<file path="src/verilog/hsc_cfg.svh">
// Constants of the hot-swap sequence controller
// Assumes a 100 MHz ref_clk; included by bare name
`ifndef HSC_CFG_SVH
`define HSC_CFG_SVH

// ----------------------------------------------------------------
// Clock and filter timing
// ----------------------------------------------------------------
`define HSC_CLK_PERIOD_NS 10
`define HSC_EN_FILT_NS 3000
`define HSC_EN_FILT_CYC ((`HSC_EN_FILT_NS + `HSC_CLK_PERIOD_NS - 1) / `HSC_CLK_PERIOD_NS)

// ----------------------------------------------------------------
// Timing per microfarad of timer capacitance, in us per uF
// ----------------------------------------------------------------
`define HSC_T_COOL_US_PER_UF 550000
`define HSC_T_FAULT_US_PER_UF 21700
`define HSC_T_INIT_US_PER_UF 270000

// ----------------------------------------------------------------
// Comparator vector bit positions
// ----------------------------------------------------------------
`define HSC_CMP_UNDERVOLTAGE_LOCKOUT 0
`define HSC_CMP_EN 1
`define HSC_CMP_OCTIM 2
`define HSC_CMP_OCFAST 3
`define HSC_CMP_TUP 4
`define HSC_CMP_TLO 5
`define HSC_CMP_W 6

// ----------------------------------------------------------------
// FET drive select bit positions (one-hot)
// ----------------------------------------------------------------
`define HSC_GATE_SINK25M 0
`define HSC_GATE_SINK2M 1
`define HSC_GATE_PULL12U 2
`define HSC_GATE_FULL 3

// ----------------------------------------------------------------
// Timer current select bit positions (one-hot)
// ----------------------------------------------------------------
`define HSC_TMR_UP5U 0
`define HSC_TMR_UP60U 1
`define HSC_TMR_DN2U 2
`define HSC_TMR_DN100U 3

// ----------------------------------------------------------------
// Reset values
// ----------------------------------------------------------------
`define HSC_GATE_RST 4'h1
`define HSC_TMR_RST 4'h8

`endif

</file>
<file path="src/verilog/hsc_pkg.sv">
// Types of the hot-swap sequence controller
// Assumes hsc_cfg.svh for numeric constants
package hsc_pkg;

  typedef logic [3:0] hsc_sel_t;

  typedef enum logic [3:0] {
    ST_POR,
    ST_INIT_UP,
    ST_INIT_DOWN,
    ST_WAIT_EN,
    ST_RAMP,
    ST_LIMIT,
    ST_FULL,
    ST_LATCH,
    ST_COOL
  } hsc_state_t;

endpackage

</file>
<file path="src/verilog/hsc_cmp_if.sv">
// Synchronised comparator levels between synchroniser and sequencer
// Assumes both ends run on ref_clk
`timescale 1ns/1ps

interface hsc_cmp_if;
  logic uvloOk;
  logic enable;
  logic ocTim;
  logic ocFast;
  logic timUpper;
  logic timLower;

  modport prod (
    output uvloOk,
    output enable,
    output ocTim,
    output ocFast,
    output timUpper,
    output timLower
  );

  modport cons (
    input uvloOk,
    input enable,
    input ocTim,
    input ocFast,
    input timUpper,
    input timLower
  );
endinterface

</file>
<file path="src/verilog/hsc_cmp_sync.sv">
// Comparator synchroniser and enable glitch filter
// Assumes raw comparator levels asynchronous to ref_clk
`timescale 1ns/1ps
`include "hsc_cfg.svh"

module hsc_cmp_sync #(
  parameter int FILT_CYC = `HSC_EN_FILT_CYC
) (
  // Clock and reset
  input  wire logic                    ref_clk,
  input  wire logic                    resetn,
  // Raw comparator levels
  input  wire logic [`HSC_CMP_W-1:0]   cmpRaw,
  // Synchronised levels
  hsc_cmp_if.prod                      cmp
);
  import hsc_pkg::*;

  localparam int CW = $clog2(FILT_CYC + 1);

  logic [`HSC_CMP_W-1:0] meta_q;
  logic [`HSC_CMP_W-1:0] meta_d;
  logic [`HSC_CMP_W-1:0] sync_q;
  logic [`HSC_CMP_W-1:0] sync_d;
  logic                  enFilt_q;
  logic                  enFilt_d;
  logic [CW-1:0]         cnt_q;
  logic [CW-1:0]         cnt_d;

  // ----------------------------------------------------------------
  // Two-stage synchroniser
  // ----------------------------------------------------------------
  always_comb begin
    meta_d = cmpRaw;
    sync_d = meta_q;
  end

  // ----------------------------------------------------------------
  // Enable glitch filter
  // ----------------------------------------------------------------
  always_comb begin
    enFilt_d = enFilt_q;
    cnt_d    = '0;
    if (sync_q[`HSC_CMP_EN] != enFilt_q) begin
      if (cnt_q == CW'(FILT_CYC - 1)) begin
        enFilt_d = sync_q[`HSC_CMP_EN];
      end else begin
        cnt_d = cnt_q + CW'(1);
      end
    end
  end

  always_ff @(posedge ref_clk) begin
    if (!resetn) begin
      meta_q   <= '0;
      sync_q   <= '0;
      enFilt_q <= 1'h0;
      cnt_q    <= '0;
    end else begin
      meta_q   <= meta_d;
      sync_q   <= sync_d;
      enFilt_q <= enFilt_d;
      cnt_q    <= cnt_d;
    end
  end

  assign cmp.uvloOk   = sync_q[`HSC_CMP_UNDERVOLTAGE_LOCKOUT];
  assign cmp.enable   = enFilt_q;
  assign cmp.ocTim    = sync_q[`HSC_CMP_OCTIM];
  assign cmp.ocFast   = sync_q[`HSC_CMP_OCFAST];
  assign cmp.timUpper = sync_q[`HSC_CMP_TUP];
  assign cmp.timLower = sync_q[`HSC_CMP_TLO];
endmodule

</file>
<file path="src/verilog/hsc_sequencer.sv">
// Hot-swap sequence controller: FET drive and timer source selection
// Assumes comparator levels from pins and one 100 MHz ref_clk
//
// Behaviour
// - FET drive low through init until enable
// - Leave power-on reset when supply ok
// - Reset selects 25 mA gate, 100 uA timer sink
// - Init phase one charges timer at 5 uA
// - Init phase two discharges at 100 uA
// - Start at once if enable high, else wait
// - Hot-swap start selects 12 uA gate pull-up
// - Overcurrent selects 60 uA timer pull-up
// - Current limiting enables error amplifier regulation
// - Overcurrent clear: timer sink, full gate enhancement
// - Timer at upper threshold: fault, 2 mA
// - Pull-down holds until a retry starts
// - Fast trip selects 2 mA pull-down immediately
// - Auto-retry cool-down uses 2 uA timer sink
// - Auto-retry restarts at lower timer threshold
// - Timing scales with timer capacitance
// - Enable low stops, grounds gate, resets timer
// - Enable passes a 3 us glitch filter
// - Latch-off waits for enable toggle
`timescale 1ns/1ps
`include "hsc_cfg.svh"

module hsc_sequencer #(
  parameter bit AUTO_RETRY = 1'h1,
  parameter int FILT_CYC   = `HSC_EN_FILT_CYC
) (
  // Clock and reset
  input  wire logic              ref_clk,
  input  wire logic              resetn,
  // Comparator levels from the analog front end
  input  wire logic              supplyOk,
  input  wire logic              enablePin,
  input  wire logic              ocTimPin,
  input  wire logic              ocFastPin,
  input  wire logic              timUpperPin,
  input  wire logic              timLowerPin,
  // Current source selects
  output hsc_pkg::hsc_sel_t      gateSel,
  output hsc_pkg::hsc_sel_t      timerSel,
  output logic                   errAmpEn,
  // Status
  output logic                   faultActive
);
  import hsc_pkg::*;

  hsc_state_t state_q;
  hsc_state_t state_d;
  hsc_sel_t   gateSel_q;
  hsc_sel_t   gateSel_d;
  hsc_sel_t   timerSel_q;
  hsc_sel_t   timerSel_d;
  logic       errAmpEn_q;
  logic       errAmpEn_d;
  logic       fault_q;
  logic       fault_d;
  logic       swapOn;

  hsc_cmp_if cmp ();

  // ----------------------------------------------------------------
  // Comparator synchroniser
  // ----------------------------------------------------------------
  hsc_cmp_sync #(
    .FILT_CYC (FILT_CYC)
  ) uSync (
    .ref_clk (ref_clk),
    .resetn  (resetn),
    .cmpRaw  ({timLowerPin, timUpperPin, ocFastPin, ocTimPin, enablePin, supplyOk}),
    .cmp     (cmp.prod)
  );

  // ----------------------------------------------------------------
  // Sequencing state machine
  // ----------------------------------------------------------------
  always_comb begin
    state_d = state_q;
    case (state_q)
      ST_POR: begin
        if (cmp.uvloOk) begin
          state_d = ST_INIT_UP;
        end
      end
      ST_INIT_UP: begin
        if (cmp.timUpper) begin
          state_d = ST_INIT_DOWN;
        end
      end
      ST_INIT_DOWN: begin
        if (cmp.timLower) begin
          state_d = cmp.enable ? ST_RAMP : ST_WAIT_EN;
        end
      end
      ST_WAIT_EN: begin
        if (cmp.enable) begin
          state_d = ST_RAMP;
        end
      end
      ST_RAMP: begin
        if (cmp.ocTim) begin
          state_d = ST_LIMIT;
        end
      end
      ST_LIMIT: begin
        if (!cmp.ocTim) begin
          state_d = ST_FULL;
        end else if (cmp.timUpper) begin
          state_d = AUTO_RETRY ? ST_COOL : ST_LATCH;
        end
      end
      ST_FULL: begin
        if (cmp.ocTim) begin
          state_d = ST_LIMIT;
        end
      end
      ST_LATCH: begin
        state_d = ST_LATCH;
      end
      ST_COOL: begin
        if (cmp.timLower) begin
          state_d = ST_RAMP;
        end
      end
      default: begin
        state_d = ST_POR;
      end
    endcase
    if (!cmp.enable && state_q inside {ST_RAMP, ST_LIMIT, ST_FULL, ST_LATCH, ST_COOL}) begin
      state_d = ST_WAIT_EN;
    end
    if (!cmp.uvloOk) begin
      state_d = ST_POR;
    end
  end

  assign swapOn = state_d inside {ST_RAMP, ST_LIMIT, ST_FULL};

  // ----------------------------------------------------------------
  // Source selection, decoded from the next state
  // ----------------------------------------------------------------
  always_comb begin
    gateSel_d  = '0;
    timerSel_d = '0;
    errAmpEn_d = 1'h0;
    fault_d    = 1'h0;
    // Durations follow the timer capacitance through these currents
    case (state_d)
      ST_POR: begin
        gateSel_d[`HSC_GATE_SINK25M] = 1'h1;
        timerSel_d[`HSC_TMR_DN100U]  = 1'h1;
      end
      ST_INIT_UP: begin
        gateSel_d[`HSC_GATE_SINK2M] = 1'h1;
        timerSel_d[`HSC_TMR_UP5U]   = 1'h1;
      end
      ST_INIT_DOWN, ST_WAIT_EN: begin
        gateSel_d[`HSC_GATE_SINK2M] = 1'h1;
        timerSel_d[`HSC_TMR_DN100U] = 1'h1;
      end
      ST_RAMP: begin
        gateSel_d[`HSC_GATE_PULL12U] = 1'h1;
        timerSel_d[`HSC_TMR_DN100U]  = 1'h1;
      end
      ST_LIMIT: begin
        gateSel_d[`HSC_GATE_PULL12U] = 1'h1;
        timerSel_d[`HSC_TMR_UP60U]   = 1'h1;
        errAmpEn_d                   = 1'h1;
      end
      ST_FULL: begin
        gateSel_d[`HSC_GATE_FULL]   = 1'h1;
        timerSel_d[`HSC_TMR_DN100U] = 1'h1;
      end
      ST_LATCH: begin
        gateSel_d[`HSC_GATE_SINK2M] = 1'h1;
        timerSel_d[`HSC_TMR_DN100U] = 1'h1;
        fault_d                     = 1'h1;
      end
      ST_COOL: begin
        gateSel_d[`HSC_GATE_SINK2M] = 1'h1;
        timerSel_d[`HSC_TMR_DN2U]   = 1'h1;
        fault_d                     = 1'h1;
      end
      default: begin
        gateSel_d[`HSC_GATE_SINK25M] = 1'h1;
        timerSel_d[`HSC_TMR_DN100U]  = 1'h1;
      end
    endcase
    if (swapOn && cmp.ocFast) begin
      gateSel_d = '0;
      gateSel_d[`HSC_GATE_SINK2M] = 1'h1;
    end
  end

  always_ff @(posedge ref_clk) begin
    if (!resetn) begin
      state_q    <= ST_POR;
      gateSel_q  <= `HSC_GATE_RST;
      timerSel_q <= `HSC_TMR_RST;
      errAmpEn_q <= 1'h0;
      fault_q    <= 1'h0;
    end else begin
      state_q    <= state_d;
      gateSel_q  <= gateSel_d;
      timerSel_q <= timerSel_d;
      errAmpEn_q <= errAmpEn_d;
      fault_q    <= fault_d;
    end
  end

  assign gateSel     = gateSel_q;
  assign timerSel    = timerSel_q;
  assign errAmpEn    = errAmpEn_q;
  assign faultActive = fault_q;
endmodule

</file>
<file path="config.mk">
export PLATFORM = sky130hd
export DESIGN_NAME = hsc_sequencer
export DESIGN_NICKNAME = d
export VERILOG_FILES = /design/src/verilog/hsc_pkg.sv /design/src/verilog/hsc_cmp_if.sv /design/src/verilog/hsc_cmp_sync.sv /design/src/verilog/hsc_sequencer.sv
export VERILOG_INCLUDE_DIRS = /design/src /design/src/verilog
export SDC_FILE = /design/constraint.sdc
export NUM_CORES = 1
export LEC_CHECK = 0
export ABC_AREA = 1
export BUFFER_PORTS_ARGS = -buffer_cell sky130_fd_sc_hd__clkbuf_2
export CORE_MARGIN = 3
export CORE_UTILIZATION = 56
export CTS_CLUSTER_SIZE = 28
export DETAILED_ROUTE_END_ITERATION = 10
export PLACE_DENSITY = 0.88
export SYNTH_ARGS = -nofsm -noshare
export SYNTH_HDL_FRONTEND = slang
export SYNTH_HIERARCHICAL = 1
export SYNTH_SLANG_ARGS = --single-unit
export TNS_END_PERCENT = 20
</file>
<file path="constraint.sdc">
create_clock -name ref_clk -period 1.4 [get_ports ref_clk]
set_input_delay 0.28 -clock ref_clk [delete_from_list [all_inputs] [get_ports ref_clk]]
set_output_delay 0.28 -clock ref_clk [all_outputs]
set_load 0.03 [all_outputs]
</file>
; ---- Word level (Yosys, flattened, before mapping)
; Index checks and enable logic that the tools add are counted.
[classes]
add_sub_neg = 1
eq_ne = 18
n_mux = 21
n_bitwise = 2
reduce_logical = 15
[op_table]
columns = op, n
row1 = 2-to-1 mux 4 bit, 9
row2 = "== test 4 x 3 -> 1 bit, second input constant", 8
row3 = case mux 4 bit (8 select lines), 1
row4 = "== test 4 x 2 -> 1 bit, second input constant", 4
row5 = "adder 9 x 1 -> 9 bit, second input constant", 1
row6 = "== test 9 bit, second input constant", 1
row7 = 2-to-1 mux 1 bit, 9
row8 = "== test 4 x 1 -> 1 bit, second input constant", 2
row9 = "== test 4 bit, second input constant", 2
row10 = OR reduction 2 bit, 4
row11 = OR reduction 8 bit, 1
row12 = OR reduction 3 bit, 2
row13 = nonzero test 5 bit, 1
row14 = OR reduction 5 bit, 1
row15 = zero test 4 bit, 1
row16 = 2-to-1 mux 3 bit, 1
row17 = nonzero test 3 bit, 1
row18 = logical AND 1 bit, 2
row19 = 2-to-1 mux 2 bit, 1
row20 = inverter 1 bit, 2
row21 = AND reduction 2 bit, 1
row22 = zero test 1 bit, 1
row23 = inequality test 1 bit, 1
[word_totals]
regBits = 36
in_bits = 8
elab_cells = 67

; ---- Longest topological paths before layout
[depth]
depth_word = 9
mapped_depth = 11
ltp_nobuf = 11

; ---- By module
; The synthesis kept the hierarchy.
[modules_own_cells]
columns = module, n_inst, cells_per_inst, area_per_inst_um2, seq_area_each_um2
row1 = hsc_cmp_sync, 1, 111, 852.1, 440.4
row2 = hsc_sequencer, 1, 92, 695.7, 260.2

; ---- Least setup slack after synthesis
; Ideal clock, no wire load.
[synth_path]
path_type = register to register
from = register state_q[2]
to = register timerSel_q[3] (netlist: timerSel[3])
setup_time_ps = 119
arrival_time_ps = 1151
t_required_ps = 1281
slack_ps = 130
stages_incl_launch_ff = 12
n_path_buf = 1
path_cell_list = dfxtp_1 -> buf_6 -> nor2_4 -> nand2_2 -> nand2_2 -> nand2_4 -> nand2_2 -> nand2_2 -> nor2_1 -> nand2_1 -> nand2_1 -> a21oi_1
[synth_via]
elab_chain_len = 8
elab_cells_between_ends = 27
cone_classes = eq/ne: 11 / mux: 11 / reduce/logical: 5
[synth_lines]
columns = item, line_no
row1 = from (decl), hsc_sequencer.sv:50  ; hsc_state_t state_q;
row2 = from (signal assigned), hsc_sequencer.sv:205  ; state_q <= state_d;
row3 = "== test 4 x 3 -> 1 bit, or another cell as far along", "hsc_sequencer.sv:81, hsc_sequencer.sv:131"
row4 = "OR reduction 2 bit (no line), or another cell as far along", -
row5 = case mux 4 bit (8 select lines) / logical AND 1 bit (equally long branches), "hsc_sequencer.sv:81, hsc_sequencer.sv:131"
row6 = 2-to-1 mux 4 bit (*), hsc_sequencer.sv:131  ; if (!cmp.enable && state_q inside {ST_RAMP, ST_LIMIT, ST_FULL, ST_LATCH, ST_COOL}) begin
row7 = 2-to-1 mux 4 bit (*), hsc_sequencer.sv:134  ; if (!cmp.uvloOk) begin
row8 = "== test 4 x 3 -> 1 bit, or another cell as far along", hsc_sequencer.sv:150  ; case (state_d)
row9 = OR reduction 3 bit (no line) (*), -
row10 = 2-to-1 mux 1 bit (*), hsc_sequencer.sv:150
row11 = to (signal assigned), hsc_sequencer.sv:201  ; timerSel_q <= `HSC_TMR_RST;
row12 = to (signal assigned), hsc_sequencer.sv:207  ; timerSel_q <= timerSel_d;
row13 = to (decl), hsc_sequencer.sv:54  ; hsc_sel_t timerSel_q;
; Mark *: on every way between the ends. The rest lies on a longest branch, timed or not.
; A chain may end at the register's enable or synchronous reset.

; ---- Worst setup path in the final report
[layout_path]
from = register state_q[0]
to = register timerSel_q[3] (netlist: timerSel[3])
; Same word-level chain as after synthesis.

==> summary by stage <==
Run status
The flow ran to the end, but the final reports show violations. The final reports fail on setup timing.

Critical path
Setup slack on the worst reg-to-reg path comes out at -0.002 ns. The start of the worst register-to-register path is state_q[0]$_SDFF_PN0_. The class of the most critical setup path is flop to flop. The worst register-to-register path ends at timerSel[3]$_SDFF_PN1_. The critical path data arrival time is 1.63 ns. In this run the worst path has a maximum fanout of 5. The number of cells on the worst reg-to-reg path is 9. The category of the worst setup path launch point is a flop. Data on the critical path is required at its endpoint by 1.63 ns.

The capturing element type of the critical path is a flop.

STA
Setup repair after global routing could not meet its margin everywhere. The number of hold-slack violations in the final timing report is 0. Dividing the final minimum period by the clock period gives 1.00.

For the pin with the worst max-slew slack, the measured transition is 0.418 ns. Setup violations remaining at the end of the flow were counted as 1. Counting I/O delays and the setup requirement, the final critical path takes 1.40 ns. The maximum clock frequency is 713 MHz. For the final database, setup skew stands at 0.00596 ns. The setup slack of the critical path after layout is -0.00199 ns. The worst slew slack as a fraction of its limit is 0.721.

The final total negative setup slack is -0.00199 ns. The worst-case hold slack is 0.111 ns. The final number of max-transition violations is 0.

Hold path
The hold path startpoint is ocTimPin. In this run the worst hold path is classified as input pin to flop. The worst hold path was traced through 3 stages.

The hold-critical path endpoint is uSync/meta_q[2]$_SDFF_PN0_.

Yosys
For this run, asynchronously set or reset flops after synthesis account for 0. The number of different library cells in the post-synthesis netlist is 29. The number of warning messages in the yosys log is 6. The most common cell in the synthesized netlist is nand2_1. After technology mapping, the gate count stands at 203.

In the synthesized netlist, the cells that appear most often are 45 x nand2_1, 35 x dfxtp_1, 31 x inv_1. Of all cell types, the one taking the most synthesized area is dfxtp_1. Each instance of the synthesized netlist takes up on average 7.62 um^2. The share of synthesized area in the top cell type comes to 0.453. The count of flip-flops with a built-in enable after synthesis is 0. The most used flip-flop cell after synthesis is dfxtp_1. For this run, the register share of the synthesized area comes to 0.453. The synthesized area is 0.00155 mm^2. The synthesized net count is 212. Counting flops and latches in the post-synthesis netlist gives 35. Sorting the synthesized cells by area gives the leading types as dfxtp_1 45%, nand2_1 11%, inv_1 7.5%.

CTS
The number of buffers on the longest clock path is 2. The count of clock tree sinks is 35. The clock reaches the later pin of the worst-skew pair after 0.34 ns. CTS placed an instance of clkbuf_4 at the clock tree root.

The number of clock buffers added by TritonCTS is 5. After clock tree synthesis, the clock-pin slew on the worst setup and hold paths is 0.10 ns. In this run the post-CTS setup repair buffer count came out at 0. The CTS tree is built.

The number of buffers inserted for hold repair after clock tree synthesis is 0. CTS built an H-tree with a depth of 2.

Power and ir drop
The total power density per cell area is 1080 mW/mm^2. The leakage power is 0.857 nW. IR analysis of the VDD net gives a maximum drop of 1050 uV. The total power consumption of the routed design is 1.99 mW.

Layout
For this run, the share of the core covered by cells in the final layout is 0.721. Of the cells placed in the final design, the portion with a size suffix greater than 1 is 0.308. The final design area excluding fillers is 0.00184 mm^2.

In the final design database the tool counted 235 nets. The filler cells instantiated in the layout total 203. The filler-free cell count of the finished design is 257.

The total inserted antenna cells is 0. Compared with the post-synthesis result, the final layout area differs by 18.6%.

Route
The antenna violation net count after detailed routing is 0. The mean routed wirelength per cell is 11.5 um. The count of vias placed by the detailed router is 1286.

The first detailed-routing pass ran for 4 iterations. The post-detailed-route via-to-cell ratio is 5.00. The DRC violation count after routing is 0. After the first detailed-routing iteration, the DRC count stood at 87. After detailed routing, the total wire length is 2950 um.

Global routing
The met2 layer usage reported by global route is 0.297. The pin count of the biggest net entering global routing is 15. Global routing finished with a remaining overflow of 0. The global-route met1 utilization is 0.227.

The via count of the first global-routing pass is 1125. The wire length of the first global-routing pass is 4800 um. The most utilized layer in the global route result is met2. The initial antenna violation count came to 0. The global-route usage over all layers is 0.186.

For met3 alone, demand over resource in global routing was 0.0592.

Floorplan
Measured along the x axis, the die boundary spans 58.6 um. The number of placed I/O pins is 18. The die is 58.6 um tall. The initial utilization of the core area, before any placement, comes to 0.608. The standard-cell row count is 18. The area of the die is 0.00343 mm^2. In this run the standard cell core region covers 0.00254 mm^2.

Place
The instance area at placement is 0.00166 mm^2. The setup slack after placement is -0.0336 ns. The final RePlAce weighted congestion is 0.865.

Port buffering added 17 buffers. The total instance count after detailed placement is 249. The detailed-placement wirelength estimate is 1930 um.

Job
The reported max-cap violation count is 0.
-- layout make-up --
type | instances | area [um^2] | share of cell area
clock buffers | 5 | 37.5 | 0.0204
inverters | 34 | 130 | 0.0709
multi-input cells | 131 | 752 | 0.410
flip-flops and latches | 35 | 711 | 0.387
clock inverters | 3 | 67.6 | 0.0368
well taps | 30 | 37.5 | 0.0204
repair buffers | 19 | 100 | 0.0545
-- power by group --
part           switching, mW  total [mW]  internal (mW)
clock network          0.336       0.891          0.555
logic                 0.0450      0.0706         0.0256
registers             0.0144        1.03           1.01
total                  0.395        1.99           1.59
-- worst max-delay path, cell delays in order, from the launching register on --
cell	delay, ns
dfxtp_2	0.43
nor2_4	0.05
nand2_2	0.08
nand2_2	0.06
nand2_4	0.12
nand3_4	0.10
nor2_4	0.15
nand2_2	0.11
nor3_4	0.13
a21oi_1	0.05
-- sequential cells by signal, indices dropped and copies added, names as in the netlist --
name              count
uSync/sync_q          6
uSync/cnt_q           9
gateSel               4
uSync/meta_q          6
uSync/cmp.enable      1
timerSel              4
state_q               4
faultActive           1
-- cell usage in the layout, fill, tap and decap left out, types with 2 or more instances in the layout --
master	netlist	layout
nand2_1	45	45
dfxtp_1	35	31
inv_1	31	30
nor2_1	29	27
clkbuf_2	0	17
nand3_1	9	9
nand2_2	10	7
nor2_2	7	7
nand2_4	2	5
clkbuf_4	0	5
nor2_4	2	4
o21ai_1	4	4
inv_2	3	3
a21oi_2	1	3
nand3_4	1	3
nand3_2	4	2
a21oi_1	4	2
bufinv_16	0	2
buf_4	1	2
dfxtp_2	0	2
dfxtp_4	0	2
xor2_1	2	2
-- metal layers --
metal	routed length [um]	vias up	share of wire
met2	1480	37	0.50
met4	38	0	0.013
met3	176	4	0.060
met5	0	-	0
met1	1260	581	0.43
li1	-	664	-
-- logic make-up (layout without fill, tap and decap cells) --
kind of cell | Yosys count | count (layout) | synth area share
adder cells (fa/ha/maj) | 1 | 1 | 0.00808
AND/OR/NAND/NOR | 115 | 115 | 0.381
flip-flops | 35 | 35 | 0.453
AO/OA/AOI/OAI | 12 | 12 | 0.0437
buffers and inverters | 37 | 61 | 0.0978
XOR/XNOR | 3 | 3 | 0.0170
-- worst max path at each step --
stage                                   endpoint                   from  slack, ns
after floorplan           timerSel[3]$_SDFF_PN1_  state_q[2]$_SDFF_PN0_       0.13
after global placement    timerSel[3]$_SDFF_PN1_  state_q[2]$_SDFF_PN0_      -0.03
after detailed placement  timerSel[3]$_SDFF_PN1_  state_q[2]$_SDFF_PN0_      -0.03
after CTS                 timerSel[3]$_SDFF_PN1_  state_q[3]$_SDFF_PN0_      0.007
after global routing      timerSel[3]$_SDFF_PN1_  state_q[3]$_SDFF_PN0_      -0.13
final                     timerSel[3]$_SDFF_PN1_  state_q[0]$_SDFF_PN0_     -0.002
-- repair_timing --
| action | 4_1_cts | 5_1_grt |
|---|---|---|
| hold endpoints to repair | 0 | 0 |
| setup endpoints to repair | 2 | 7 |
| resized for setup | 4 | 17 |
| pin swaps | 0 | 1 |
Note: power is estimated with default switching activity, not from simulation.
